$ cat config.mk
export PLATFORM = sky130hd
export DESIGN_NAME = phy_vendor_status_irq_regs
export DESIGN_NICKNAME = d
export VERILOG_FILES = /design/src/hw/phy_regs_pkg.sv /design/src/hw/flag_latch.sv /design/src/hw/phy_vendor_status_irq_regs.sv
export SDC_FILE = /design/constraint.sdc
export NUM_CORES = 1
export LEC_CHECK = 0
export ABC_AREA = 1
export BUFFER_PORTS_ARGS = -buffer_cell sky130_fd_sc_hd__buf_4
export CAP_MARGIN = 20
export CORE_AREA = 2 2 91 93
export CTS_CLUSTER_SIZE = 10
export DETAILED_ROUTE_END_ITERATION = 16
export DIE_AREA = 0 0 93 95
export GPL_ROUTABILITY_DRIVEN = 1
export PLACE_DENSITY = 0.77
export REMOVE_ABC_BUFFERS = 1
export SYNTH_ARGS = -nofsm -noshare
export SYNTH_HDL_FRONTEND = slang
export SYNTH_HIERARCHICAL = 1
export SYNTH_SLANG_ARGS = --single-unit
export TNS_END_PERCENT = 30
$ cat constraint.sdc
create_clock -name mclk -period 1.56 [get_ports mclk]
set_input_delay 0.078 -clock mclk [delete_from_list [all_inputs] [get_ports mclk]]
set_output_delay 0.078 -clock mclk [all_outputs]
set_load 0.01 [all_outputs]
$ cat src/hw/phy_regs_pkg.sv
// Package: register indices, field positions, reset values, timing counts
// and carrier structs for the vendor status and interrupt register group.
// Assumes a management frame engine on the same clock presents accesses.
package phy_regs_pkg;

   // Register indices on the management port
   localparam logic [4:0] REG_XOVER = 5'h1b;
   localparam logic [4:0] REG_FLAGS = 5'h1d;
   localparam logic [4:0] REG_MASK  = 5'h1e;
   localparam logic [4:0] REG_LINK  = 5'h1f;

   // Field positions
   localparam int XOVER_AUTO_DIS_BIT = 15;
   localparam int XOVER_MAN_SWAP_BIT = 13;
   localparam int XOVER_POL_BIT      = 4;
   localparam int FLAG_LO            = 1;
   localparam int FLAG_HI            = 7;
   localparam int FLAG_ENERGY_BIT    = 7;
   localparam int LINK_DONE_BIT      = 12;
   localparam int LINK_RESV_LO       = 5;
   localparam int LINK_RESV_HI       = 11;
   localparam int LINK_SPEED_LO      = 2;
   localparam int LINK_SPEED_HI      = 4;

   // Reset values
   localparam logic [6:0] MASK_RST      = 7'h00;
   localparam logic [6:0] LINK_RESV_RST = 7'h02;

   // Resolved speed and duplex codes
   localparam logic [2:0] SPD_10_HALF  = 3'h1;
   localparam logic [2:0] SPD_10_FULL  = 3'h5;
   localparam logic [2:0] SPD_100_HALF = 3'h2;
   localparam logic [2:0] SPD_100_FULL = 3'h6;

   // Timing
   localparam int CLK_KHZ          = 40000;
   localparam int ENERGY_WINDOW_MS = 256;
   localparam int ENERGY_WINDOW_CYC = ENERGY_WINDOW_MS * CLK_KHZ;
   localparam int ENERGY_CNT_W      = 24;

   typedef logic [FLAG_HI:FLAG_LO] src_t;

   // One register access from the management frame engine
   typedef struct packed {
      logic        rd;
      logic        wr;
      logic [4:0]  index;
      logic [15:0] wdata;
   } acc_req_s;

   // Event pulses from the line-side logic, one per flag bit 6:1 (bit 7 comes from energy)
   typedef struct packed {
      logic anc_done;
      logic remote_fault;
      logic link_down;
      logic partner_ack;
      logic pd_fault;
      logic page_rx;
   } line_ev_s;

endpackage : phy_regs_pkg

$ cat src/hw/flag_latch.sv
// Latched interrupt source flags, cleared by a host read of the register.
// Assumes set pulses and the read strobe come from the same clock domain.
module flag_latch
(
   input  wire logic                 mclk,
   input  wire logic                 reset_n,
   input  wire phy_regs_pkg::src_t   set,
   input  wire logic                 rd_clr,
   output phy_regs_pkg::src_t        flags
);

   typedef struct packed {
      phy_regs_pkg::src_t flags;
   } latch_s;

   latch_s st_q;
   latch_s st_d;

   // Flags returned by a read drop; a new event in that cycle still sets
   // RL4 RL5 RL6 RL7 RL8 RL9 RL10 flags set
   // RL17 clear on read
   always_comb
   begin
      st_d = st_q;
      if (rd_clr)
      begin
         st_d.flags = '0;
      end
      st_d.flags = st_d.flags | set;
   end

   // State register
   always_ff @(posedge mclk or negedge reset_n)
   begin
      if (!reset_n)
      begin
         st_q <= '0;
      end
      else
      begin
         st_q <= st_d;
      end
   end

   assign flags = st_q.flags;

   // RL5 RL6 RL10 event latches
   chk_flag_set_hold: assert property ( // RL5
      @(posedge mclk) disable iff (!reset_n)
      (set != '0) |=> ((flags & $past(set)) == $past(set)))
      else $error("event did not latch its flag");

   // RL17 clear on read
   chk_read_clear: assert property ( // RL17
      @(posedge mclk) disable iff (!reset_n)
      rd_clr |=> (flags == $past(set)))
      else $error("read did not clear returned flags");

   // RL17 flag holds
   chk_flag_sticky: assert property ( // RL17
      @(posedge mclk) disable iff (!reset_n)
      (!rd_clr && flags[1]) |=> flags[1])
      else $error("flag dropped without a read");

endmodule : flag_latch

$ cat src/hw/phy_vendor_status_irq_regs.sv
// Vendor status and interrupt registers of a 10/100 transceiver: crossover
// control, polarity status, latched interrupt flags with mask, link status.
// Assumes the management frame engine and line logic share mclk.
//
// Function
// RL1: Bit 15 set disables automatic pair crossover
// RL2: Bit 13 picks straight or swapped pairs
// RL3: Read-only bit reports reversed receive polarity
// RL4: Energy event latches flag bit 7
// RL5: Negotiation complete latches flag bit 6
// RL6: Remote fault latches flag bit 5
// RL7: Link down latches flag bit 4
// RL8: Partner acknowledge latches flag bit 3
// RL9: Parallel detect fault latches flag bit 2
// RL10: Page received latches flag bit 1
// RL11: Mask bits 7:1 enable sources, reset zero
// RL12: Bit 12 reads one once negotiation done
// RL13: Host writes bits 11:5 as 0000010b
// RL14: Bits 4:2 report resolved speed and duplex
// RL15: Mode bit picks primary or alternate interrupts
// RL16: Energy indication drops after 256 ms quiet
// RL17: Flags stay set until host read clears
// RL18: Interrupt while any enabled flag set
module phy_vendor_status_irq_regs
#(
   parameter int ENERGY_CYC = phy_regs_pkg::ENERGY_WINDOW_CYC
)
(
   input  wire logic                   mclk,
   input  wire logic                   reset_n,
   input  wire phy_regs_pkg::acc_req_s acc,
   output logic [15:0]                 acc_rdata,
   input  wire phy_regs_pkg::line_ev_s ev,
   input  wire logic                   line_energy,
   input  wire logic                   auto_mdix_sel,
   input  wire logic                   rx_polarity_reversed,
   input  wire logic                   autoneg_done,
   input  wire logic [2:0]             resolved_speed_duplex,
   input  wire logic                   alternate_irq_scheme,
   output logic                        auto_crossover_disable,
   output logic                        pair_swap,
   output logic                        energy_present,
   output logic                        irq
);

   typedef struct packed {
      logic                                  auto_dis;
      logic                                  man_swap;
      logic                                  pair_swap;
      logic [6:0]                            link_resv;
      phy_regs_pkg::src_t                    mask;
      logic [15:0]                           rdata;
      logic                                  irq;
      logic                                  alt_hold;
      logic                                  energy;
      logic [phy_regs_pkg::ENERGY_CNT_W-1:0] energy_cnt;
   } regs_s;

   localparam logic [phy_regs_pkg::ENERGY_CNT_W-1:0] ENERGY_LAST =
      phy_regs_pkg::ENERGY_CNT_W'(ENERGY_CYC - 1);

   regs_s              st_q;
   regs_s              st_d;
   phy_regs_pkg::src_t flags;
   phy_regs_pkg::src_t ev_set;
   logic               rd_flags;
   logic               mask_wr;

   // Access decode shared by reads and writes
   function automatic logic hit(input logic [4:0] idx,
                                input logic [4:0] target);
      hit = (idx == target);
   endfunction : hit

   assign rd_flags = acc.rd && hit(acc.index, phy_regs_pkg::REG_FLAGS);
   assign mask_wr  = acc.wr && hit(acc.index, phy_regs_pkg::REG_MASK);

   // RL4 energy rising edge
   assign ev_set = {st_d.energy & ~st_q.energy, ev.anc_done,
                    ev.remote_fault, ev.link_down, ev.partner_ack,
                    ev.pd_fault, ev.page_rx};

   flag_latch u_flags
   (
      .mclk    (mclk),
      .reset_n (reset_n),
      .set     (ev_set),
      .rd_clr  (rd_flags),
      .flags   (flags)
   );

   // Register writes, read data, crossover, energy timer and interrupt
   always_comb
   begin
      st_d = st_q;
      // Writes
      if (acc.wr && hit(acc.index, phy_regs_pkg::REG_XOVER))
      begin
         st_d.auto_dis = acc.wdata[phy_regs_pkg::XOVER_AUTO_DIS_BIT];
         st_d.man_swap = acc.wdata[phy_regs_pkg::XOVER_MAN_SWAP_BIT];
      end
      if (mask_wr)
      begin
         st_d.mask = acc.wdata[phy_regs_pkg::FLAG_HI:phy_regs_pkg::FLAG_LO];
      end
      // RL13 reserved pattern
      if (acc.wr && hit(acc.index, phy_regs_pkg::REG_LINK))
      begin
         st_d.link_resv =
            acc.wdata[phy_regs_pkg::LINK_RESV_HI:phy_regs_pkg::LINK_RESV_LO];
      end
      // Reads; unmapped indices return zero
      if (acc.rd)
      begin
         st_d.rdata = 16'h0000;
         unique case (acc.index)
            phy_regs_pkg::REG_XOVER:
            begin
               // RL3 polarity status
               st_d.rdata[phy_regs_pkg::XOVER_AUTO_DIS_BIT] = st_q.auto_dis;
               st_d.rdata[phy_regs_pkg::XOVER_MAN_SWAP_BIT] = st_q.man_swap;
               st_d.rdata[phy_regs_pkg::XOVER_POL_BIT] = rx_polarity_reversed;
            end
            phy_regs_pkg::REG_FLAGS:
            begin
               st_d.rdata[phy_regs_pkg::FLAG_HI:phy_regs_pkg::FLAG_LO] = flags;
            end
            phy_regs_pkg::REG_MASK:
            begin
               // RL11 mask readback
               st_d.rdata[phy_regs_pkg::FLAG_HI:phy_regs_pkg::FLAG_LO] =
                  st_q.mask;
            end
            phy_regs_pkg::REG_LINK:
            begin
               // RL12 RL14 link status
               st_d.rdata[phy_regs_pkg::LINK_DONE_BIT] = autoneg_done;
               st_d.rdata[phy_regs_pkg::LINK_RESV_HI:
                          phy_regs_pkg::LINK_RESV_LO] = st_q.link_resv;
               st_d.rdata[phy_regs_pkg::LINK_SPEED_HI:
                          phy_regs_pkg::LINK_SPEED_LO] = resolved_speed_duplex;
            end
            default:
            begin
               st_d.rdata = 16'h0000;
            end
         endcase
      end
      // RL1 RL2 pair selection
      st_d.pair_swap = st_q.auto_dis ? st_q.man_swap : auto_mdix_sel;
      // RL16 energy window
      if (line_energy)
      begin
         st_d.energy     = 1'b1;
         st_d.energy_cnt = '0;
      end
      else if (st_q.energy_cnt == ENERGY_LAST)
      begin
         st_d.energy = 1'b0;
      end
      else
      begin
         st_d.energy_cnt = st_q.energy_cnt + 1'b1;
      end
      // RL15 alternate hold, cleared by a mask write; a source still wins
      if (mask_wr)
      begin
         st_d.alt_hold = 1'b0;
      end
      if ((flags & st_q.mask) != '0)
      begin
         st_d.alt_hold = 1'b1;
      end
      // RL18 RL15 interrupt output
      st_d.irq = alternate_irq_scheme ? st_q.alt_hold
                                      : ((flags & st_q.mask) != '0);
   end

   // State register; energy indication comes up set
   always_ff @(posedge mclk or negedge reset_n)
   begin
      if (!reset_n)
      begin
         st_q           <= '0;
         st_q.mask      <= phy_regs_pkg::MASK_RST;
         st_q.link_resv <= phy_regs_pkg::LINK_RESV_RST;
         st_q.energy    <= 1'b1;
      end
      else
      begin
         st_q <= st_d;
      end
   end

   assign acc_rdata              = st_q.rdata;
   assign auto_crossover_disable = st_q.auto_dis;
   assign pair_swap              = st_q.pair_swap;
   assign energy_present         = st_q.energy;
   assign irq                    = st_q.irq;

   // RL1 manual pair path
   chk_cross_manual: assert property ( // RL1
      @(posedge mclk) disable iff (!reset_n)
      st_q.auto_dis |=> (pair_swap == $past(st_q.man_swap)))
      else $error("manual pair select not followed");

   // RL2 automatic pair path
   chk_cross_auto: assert property ( // RL2
      @(posedge mclk) disable iff (!reset_n)
      !st_q.auto_dis |=> (pair_swap == $past(auto_mdix_sel)))
      else $error("automatic pair select not followed");

   // RL3 polarity readback
   chk_polarity_read: assert property ( // RL3
      @(posedge mclk) disable iff (!reset_n)
      (acc.rd && acc.index == phy_regs_pkg::REG_XOVER)
      |=> (acc_rdata[phy_regs_pkg::XOVER_POL_BIT] ==
           $past(rx_polarity_reversed)))
      else $error("polarity bit wrong on read");

   // RL4 energy event flag
   chk_energy_flag: assert property ( // RL4
      @(posedge mclk) disable iff (!reset_n)
      $rose(energy_present) |-> flags[phy_regs_pkg::FLAG_ENERGY_BIT])
      else $error("energy event flag not latched");

   // RL12 RL14 status readback
   chk_link_read: assert property ( // RL12
      @(posedge mclk) disable iff (!reset_n)
      (acc.rd && acc.index == phy_regs_pkg::REG_LINK)
      |=> (acc_rdata[phy_regs_pkg::LINK_DONE_BIT] == $past(autoneg_done))
          && (acc_rdata[phy_regs_pkg::LINK_SPEED_HI:
                        phy_regs_pkg::LINK_SPEED_LO] ==
              $past(resolved_speed_duplex)))
      else $error("link status read wrong");

   // RL16 energy timeout
   chk_energy_drop: assert property ( // RL16
      @(posedge mclk) disable iff (!reset_n)
      (st_q.energy_cnt == ENERGY_LAST && !line_energy)
      |=> !energy_present)
      else $error("energy indication did not drop");

   // RL16 energy restore
   chk_energy_rise: assert property ( // RL16
      @(posedge mclk) disable iff (!reset_n)
      line_energy |=> energy_present)
      else $error("energy indication not set");

   // RL18 primary interrupt
   chk_irq_primary: assert property ( // RL18
      @(posedge mclk) disable iff (!reset_n)
      !alternate_irq_scheme
      |=> (irq == ($past(flags & st_q.mask) != '0)))
      else $error("primary interrupt mismatch");

   // RL15 alternate hold
   chk_irq_alt: assert property ( // RL15
      @(posedge mclk) disable iff (!reset_n)
      (alternate_irq_scheme && st_q.alt_hold && !mask_wr) ##1
      alternate_irq_scheme |=> irq)
      else $error("alternate interrupt released early");

endmodule : phy_vendor_status_irq_regs

==> results of run 1 <==
==> placed cells by master, fill, tap and decap left out <==
| master | count |
|---|---|
| o21bai_1 | 5 |
| xnor2_1 | 1 |
| nand3b_1 | 1 |
| clkinvlp_4 | 1 |
| nor2_4 | 4 |
| buf_12 | 1 |
| conb_1 | 2 |
| inv_2 | 3 |
| buf_4 | 64 |
| or2_2 | 5 |
| nand3_4 | 1 |
| clkbuf_1 | 1 |
| inv_1 | 37 |
| dfrtp_1 | 63 |
| xor2_1 | 1 |
| nand2_1 | 183 |
| mux2_2 | 1 |
| nand2_2 | 1 |
| o21ai_0 | 16 |
| dfstp_2 | 2 |
| nand2_4 | 1 |
| ha_4 | 1 |
| inv_6 | 1 |
| nand3_2 | 1 |
| nand3_1 | 48 |
| nand4_1 | 11 |
| and2_1 | 1 |
| bufinv_16 | 3 |
| nor2_1 | 49 |
| nor3_1 | 1 |
| clkinv_4 | 1 |
| dlygate4sd3_1 | 21 |
| clkbuf_8 | 9 |
==> path summary, 6_finish.rpt <==
kind                               from             to  slack, ns
min in group asynchronous       reset_n       st_q[17]       0.14
hold / removal             autoneg_done  acc_rdata[12]      0.009
setup reg to reg                st_q[1]       st_q[14]       0.11
hold reg to reg                st_q[25]       st_q[25]       0.48
setup / recovery                st_q[1]       st_q[14]       0.11
max in group asynchronous       reset_n        st_q[5]       0.89
==> worst max-delay path: cells and delay by family (launching register included) <==
kind	cells	cell delay, ns
and+or+nand+nor	5	0.59
adders and majority gates	1	0.19
DFF	1	0.41
buffers and inverters	2	0.15
==> registers in the layout, indices dropped and copies added, names as in the netlist <==
signal,cells
st_q,40
acc_rdata,14
u_flags/flags,7
auto_crossover_disable,1
energy_present,1
irq,1
pair_swap,1
==> power groups by stage <==
stage | combinational [mW] | sequential [mW] | clock (mW)
3_3_place_gp | 0.365 | 1.89 | 0
5_1_grt | 0.482 | 1.88 | 1.87
4_1_cts | 0.425 | 1.86 | 1.78
6_report | 0.425 | 1.87 | 1.75
3_5_place_dp | 0.377 | 1.89 | 0
2_1_floorplan | 0.155 | 1.89 | 0
==> cells by family after synthesis <==
| kind of cell | Yosys count |
|---|---|
| compound gates | 21 |
| flops | 65 |
| xor+xnor | 2 |
| simple gates | 307 |
| other cells | 1 |
| fa+ha+maj | 1 |
| mux | 1 |
| buf+inv | 67 |
==> metal layers <==
layer	vias to the layer above	part of all wire (%)	track usage, %	routed length, um
met5	-	0	0	0
li1	1582	-	-	-
met1	1459	44	24.6	3670
met3	18	4.5	4.79	373
met4	0	1.9	7.97	155
met2	93	49	36.3	4090
==> through the flow <==
stage	TNS (ns)	hold slack (ns)	area [um2]	utilization [%]	setup slack, ns
after floorplan	0	-0.218	3260	-	0.0267
after global placement	0	-0.0461	3890	49.1	0.0542
after detailed placement	0	-0.0426	3890	49.1	0.0202
after CTS	0	0.00910	4350	54.8	0.0337
after global routing	-0.00537	0.00295	4360	55.0	-0.00537
final	0	0.00934	4360	55.0	0.109
==> what timing repair did <==
item | in CTS | in global routing
pin swaps | 0 | 2
setup endpoints to repair | 1 | 12
hold endpoints to repair | 92 | 0
resized for setup | 1 | 2
hold buffers | 21 | 0
==> layout make-up <==
| class | instances | area, um2 | share of cell area (%) |
|---|---|---|---|
| clock buffers | 10 | 128 | 2.93 |
| clock inverters | 6 | 115 | 2.64 |
| inverters | 40 | 150 | 3.44 |
| multi-input cells | 334 | 1500 | 34.4 |
| flip-flops and latches | 65 | 1630 | 37.3 |
| well taps | 105 | 131 | 3.01 |
| repair buffers | 86 | 711 | 16.3 |
==> reports/results.txt, run 1 <==
die height = 95 um
floorplan row count = 33
area grow syn2layout = 26.8%
synth top area cells = dfrtp_1 (46%), nand2_1 (20%), nand3_1 (7.0%), nor2_1 (5.3%), inv_1 (4.0%)
gr usage total = 20.7%
overall power = 4.04 mW
Routed Antenna Nets = 0
Core Footprint = 7930 um2
worst-skew pair later-pin latency = 0.35 ns
hold-critical path depth = 3
Syn Inst Count = 465
GRT overflow = 0
share of cells above drive strength 1 = 18.5%
total clock sinks = 65
chip width = 93 um
simple logic cell fraction of the synthesized area = 38.2%
power per cell area = 927 nW/um2
Leak Pwr = 2.20 nW
Nets = 576
largest vdd supply drop = 607 uV
Synth Area in Adders = 0.364%
H-tree depth = 3
skew final = 0.00717 ns
Max Cap Viol = 0
full die area = 8840 um2
startpoint types = flip-flop
WP data required = 1.80 ns
R2R depth = 8
Initial Util = 43.4%
FF+latch count, synth = 65
DRC violations left = 0
RSZ-0062 raised after global routing = true
CP arrival = 1.69 ns
count leader, synth = nand2_1
count of final setup violators = 0
Hold Crit Class = in2reg
largest family of logic cells by synthesized area = simple AND/OR/NAND/NOR gates
synthesized area = 3440 um2
setup repair bufs after CTS = 0
CTS max path bufs = 2
area leader, netlist = dfrtp_1
Synth Area in Compound Gates = 3.42%
dpl hpwl = 5970 um
root buf cell = clkbuf_8
fin cells = 646
Ports = 59
crit share post-route = 93.0%
vias per cell = 4.88
Sw Pwr = 974 uW
XOR/XNOR share of the synthesized area = 0.509%
Sequential Power Share = 46.2%
Post-synth ARST share = 100%
Ant. Diodes = 0
Routability Congestion = 0.880
status = finished clean
Seq/Total Area, Yosys = 47.3%
combinational share of power = 10.5%
Int Pwr = 3.07 mW
first-pass iteration count of the detailed router = 4
CTS tree = yes
EDFF count, synth = 0
Crit path largest cell delay = 0.41 ns
final WL = 8290 um
worst slew pin tran = 0.533 ns
post-synthesis mux area share = 0.327%
max-slew violation count = 0
Worst path slowest cell = dfrtp_1
vias in the first global route = 3251
CP most frequent cell = nor2_4
Mapped Avg Cell Area = 7.40 um2
Worst Path Max Fanout = 13
initial antenna violation count = 0
starting DRC count in detailed routing = 158
Synth warnings = 6
first-pass GRT wire length = 14300 um
PortBufs = 53
crit-path cells = ha_4 -> inv_2 -> nor2_4 -> nand2_4 -> nor2_4 -> nand3_4 -> inv_1 -> nor2_1
post-synth top area share = 45.8%
WL per Instance = 12.8 um
worst relative slew slack = 64.2%
Yosys cell types = 30
Post-synth top cells = nand2_1 (183), dfrtp_1 (63), nor2_1 (49)
worst setup path class = reg2reg
top_reg_cell synth = dfrtp_1
Final Hold Viols = 0
Final min period = 1.45 ns
cts bufs inserted = 9
largest net degree at the start of global routing = 33
fmax = 689 MHz
total number of vias = 3152
Clk network pwr share = 43.2%
Inst Count DP = 609
Worst-path clk slew = 0.07 ns
FILL cells = 761
CP Capture Type = flip-flop
sw frac = 24.1%
Note: power is estimated with default switching activity, not from simulation.
==> inputs of run 2 (changes only) <==
--- a/config.mk
+++ b/config.mk
@@ -13,7 +13,7 @@
 export DETAILED_ROUTE_END_ITERATION = 16
 export DIE_AREA = 0 0 93 95
 export GPL_ROUTABILITY_DRIVEN = 1
-export PLACE_DENSITY = 0.77
+export PLACE_DENSITY = 0.67
 export REMOVE_ABC_BUFFERS = 1
 export SYNTH_ARGS = -nofsm -noshare
 export SYNTH_HDL_FRONTEND = slang
==> reports/results.txt, run 2 (same netlist as run 1, synthesis figures left out) <==
final core occ = 54.7%
share of cells above drive strength 1 = 18.9%
Finished Cell Area = 4340 um2
Routed Antenna Nets = 0
full die area = 8840 um2
commonest non-fill, non-tap cell in the layout = nand2_1
power per cell area = 892 nW/um2
H-tree depth = 3
floorplan row count = 33
status = finished clean
largest vdd supply drop = 606 uV
CTS max path bufs = 2
worst slew pin tran = 0.498 ns
vias in the first global route = 3138
Ant. Diodes = 0
Hold Crit Class = in2reg
GRT overflow = 0
Initial Util = 43.4%
CP arrival = 1.66 ns
dpl ws = 0.0677 ns
worst-skew pair later-pin latency = 0.34 ns
WL per Instance = 12.4 um
Worst Slack Setup Final = 0.130 ns
max reg flops = 40
Ports = 59
chip width = 93 um
Final min period = 1.43 ns
cts bufs inserted = 9
die height = 95 um
R2R depth = 8
Setup TNS Final = 0 ns
worst setup path class = reg2reg
first-pass iteration count of the detailed router = 4
hold-critical path depth = 3
commonest cells after routing, fill and taps aside = nand2_1 (183), buf_4 (64), dfrtp_1 (63)
WP data required = 1.79 ns
CTS tree = yes
Nets = 576
vias per cell = 4.87
Worst-path clk slew = 0.07 ns
crit share post-route = 91.7%
total clock sinks = 65
area grow syn2layout = 26.1%
PortBufs = 53
Leak Pwr = 2.18 nW
Worst Path Max Fanout = 5
first-pass GRT wire length = 13700 um
Max Cap Viol = 0
skew final = 0.00704 ns
startpoint types = flip-flop
RSZ-0062 raised after global routing = false
CP Capture Type = flip-flop
gr usage total = 19.6%
Core Footprint = 7930 um2
starting DRC count in detailed routing = 93
initial antenna violation count = 0
dpl hpwl = 5740 um
DRC violations left = 0
fin cells = 646
max-slew violation count = 0
Final Hold Viols = 0
total number of vias = 3143
fmax = 699 MHz
register name with the most flops = st_q
largest net degree at the start of global routing = 36
setup repair bufs after CTS = 0
Routability Congestion = 0.875
root buf cell = clkbuf_8
Area after DPL = 3890 um2
count of final setup violators = 0
worst relative slew slack = 66.5%
Inst Count DP = 609
final WL = 8010 um
run 2: cell count changes in the layout (fill, tap and decap cells not counted), sizes merged:
cell         before  now
bufinv            3    2
clkinv            1    2
clkinvlp          1    2
dlygate4sd3      21   20
inv              41   40
nand3            50   51
run 2: worst max-delay path: stages, from the launching register on:
cell	delay (ns)
dfrtp_1	0.41
ha_4	0.18
inv_2	0.06
nor2_4	0.13
nand2_4	0.08
nor2_4	0.17
nand2_1	0.13
nand3_1	0.09
nand2_1	0.06
run 2: cell type report:
class                      count  area (um2)
sequential                    65        1630
multi-input combinational    335        1510
inverter                      40         150
clock inverter                 6        92.6
clock buffer                  10         128
fill                         760        3590
tap                          105         131
timing repair buffer          85         701
run 2: per-stage QoR:
step | power [mW] | hold slack, ns
final | 3.87 | 0.00785
after global routing | 4.05 | 0.0137
after CTS | 3.91 | 0.000253
after detailed placement | 2.27 | 0.0793
after global placement | 2.26 | 0.0719
after floorplan | 2.04 | -0.218
run 2: worst paths after layout:
| check | slack, ns | endpoint | start |
|---|---|---|---|
| hold reg to reg | 0.48 | energy_present | energy_present |
| max in group asynchronous | 0.71 | st_q[51] | reset_n |
| hold / removal | 0.008 | st_q[55] | acc[10] |
| min in group asynchronous | 0.25 | st_q[19] | reset_n |
| setup reg to reg | 0.13 | st_q[0] | st_q[1] |
| setup / recovery | 0.13 | st_q[0] | st_q[1] |
run 2: repair_timing:
| item | in CTS | in global routing |
|---|---|---|
| hold buffers | 20 | 0 |
| endpoints found under the hold margin | 60 | 0 |
| resized for setup | 0 | 3 |
| endpoints found under the setup margin | 0 | 14 |
run 2: per-layer routing:
| layer | up-vias | global-route usage, % | routed length, um |
|---|---|---|---|
| li1 | 1585 | - | - |
| met1 | 1462 | 23.5 | 3570 |
| met2 | 78 | 34.4 | 3880 |
| met3 | 18 | 4.47 | 395 |
| met4 | 0 | 7.11 | 157 |
| met5 | - | 0 | 0 |
run 2: where the power goes:
part / internal, mW / switching [mW]
Clock: 0.905 / 0.681
Combinational: 0.205 / 0.211
Sequential: 1.79 / 0.0733
Total: 2.90 / 0.966
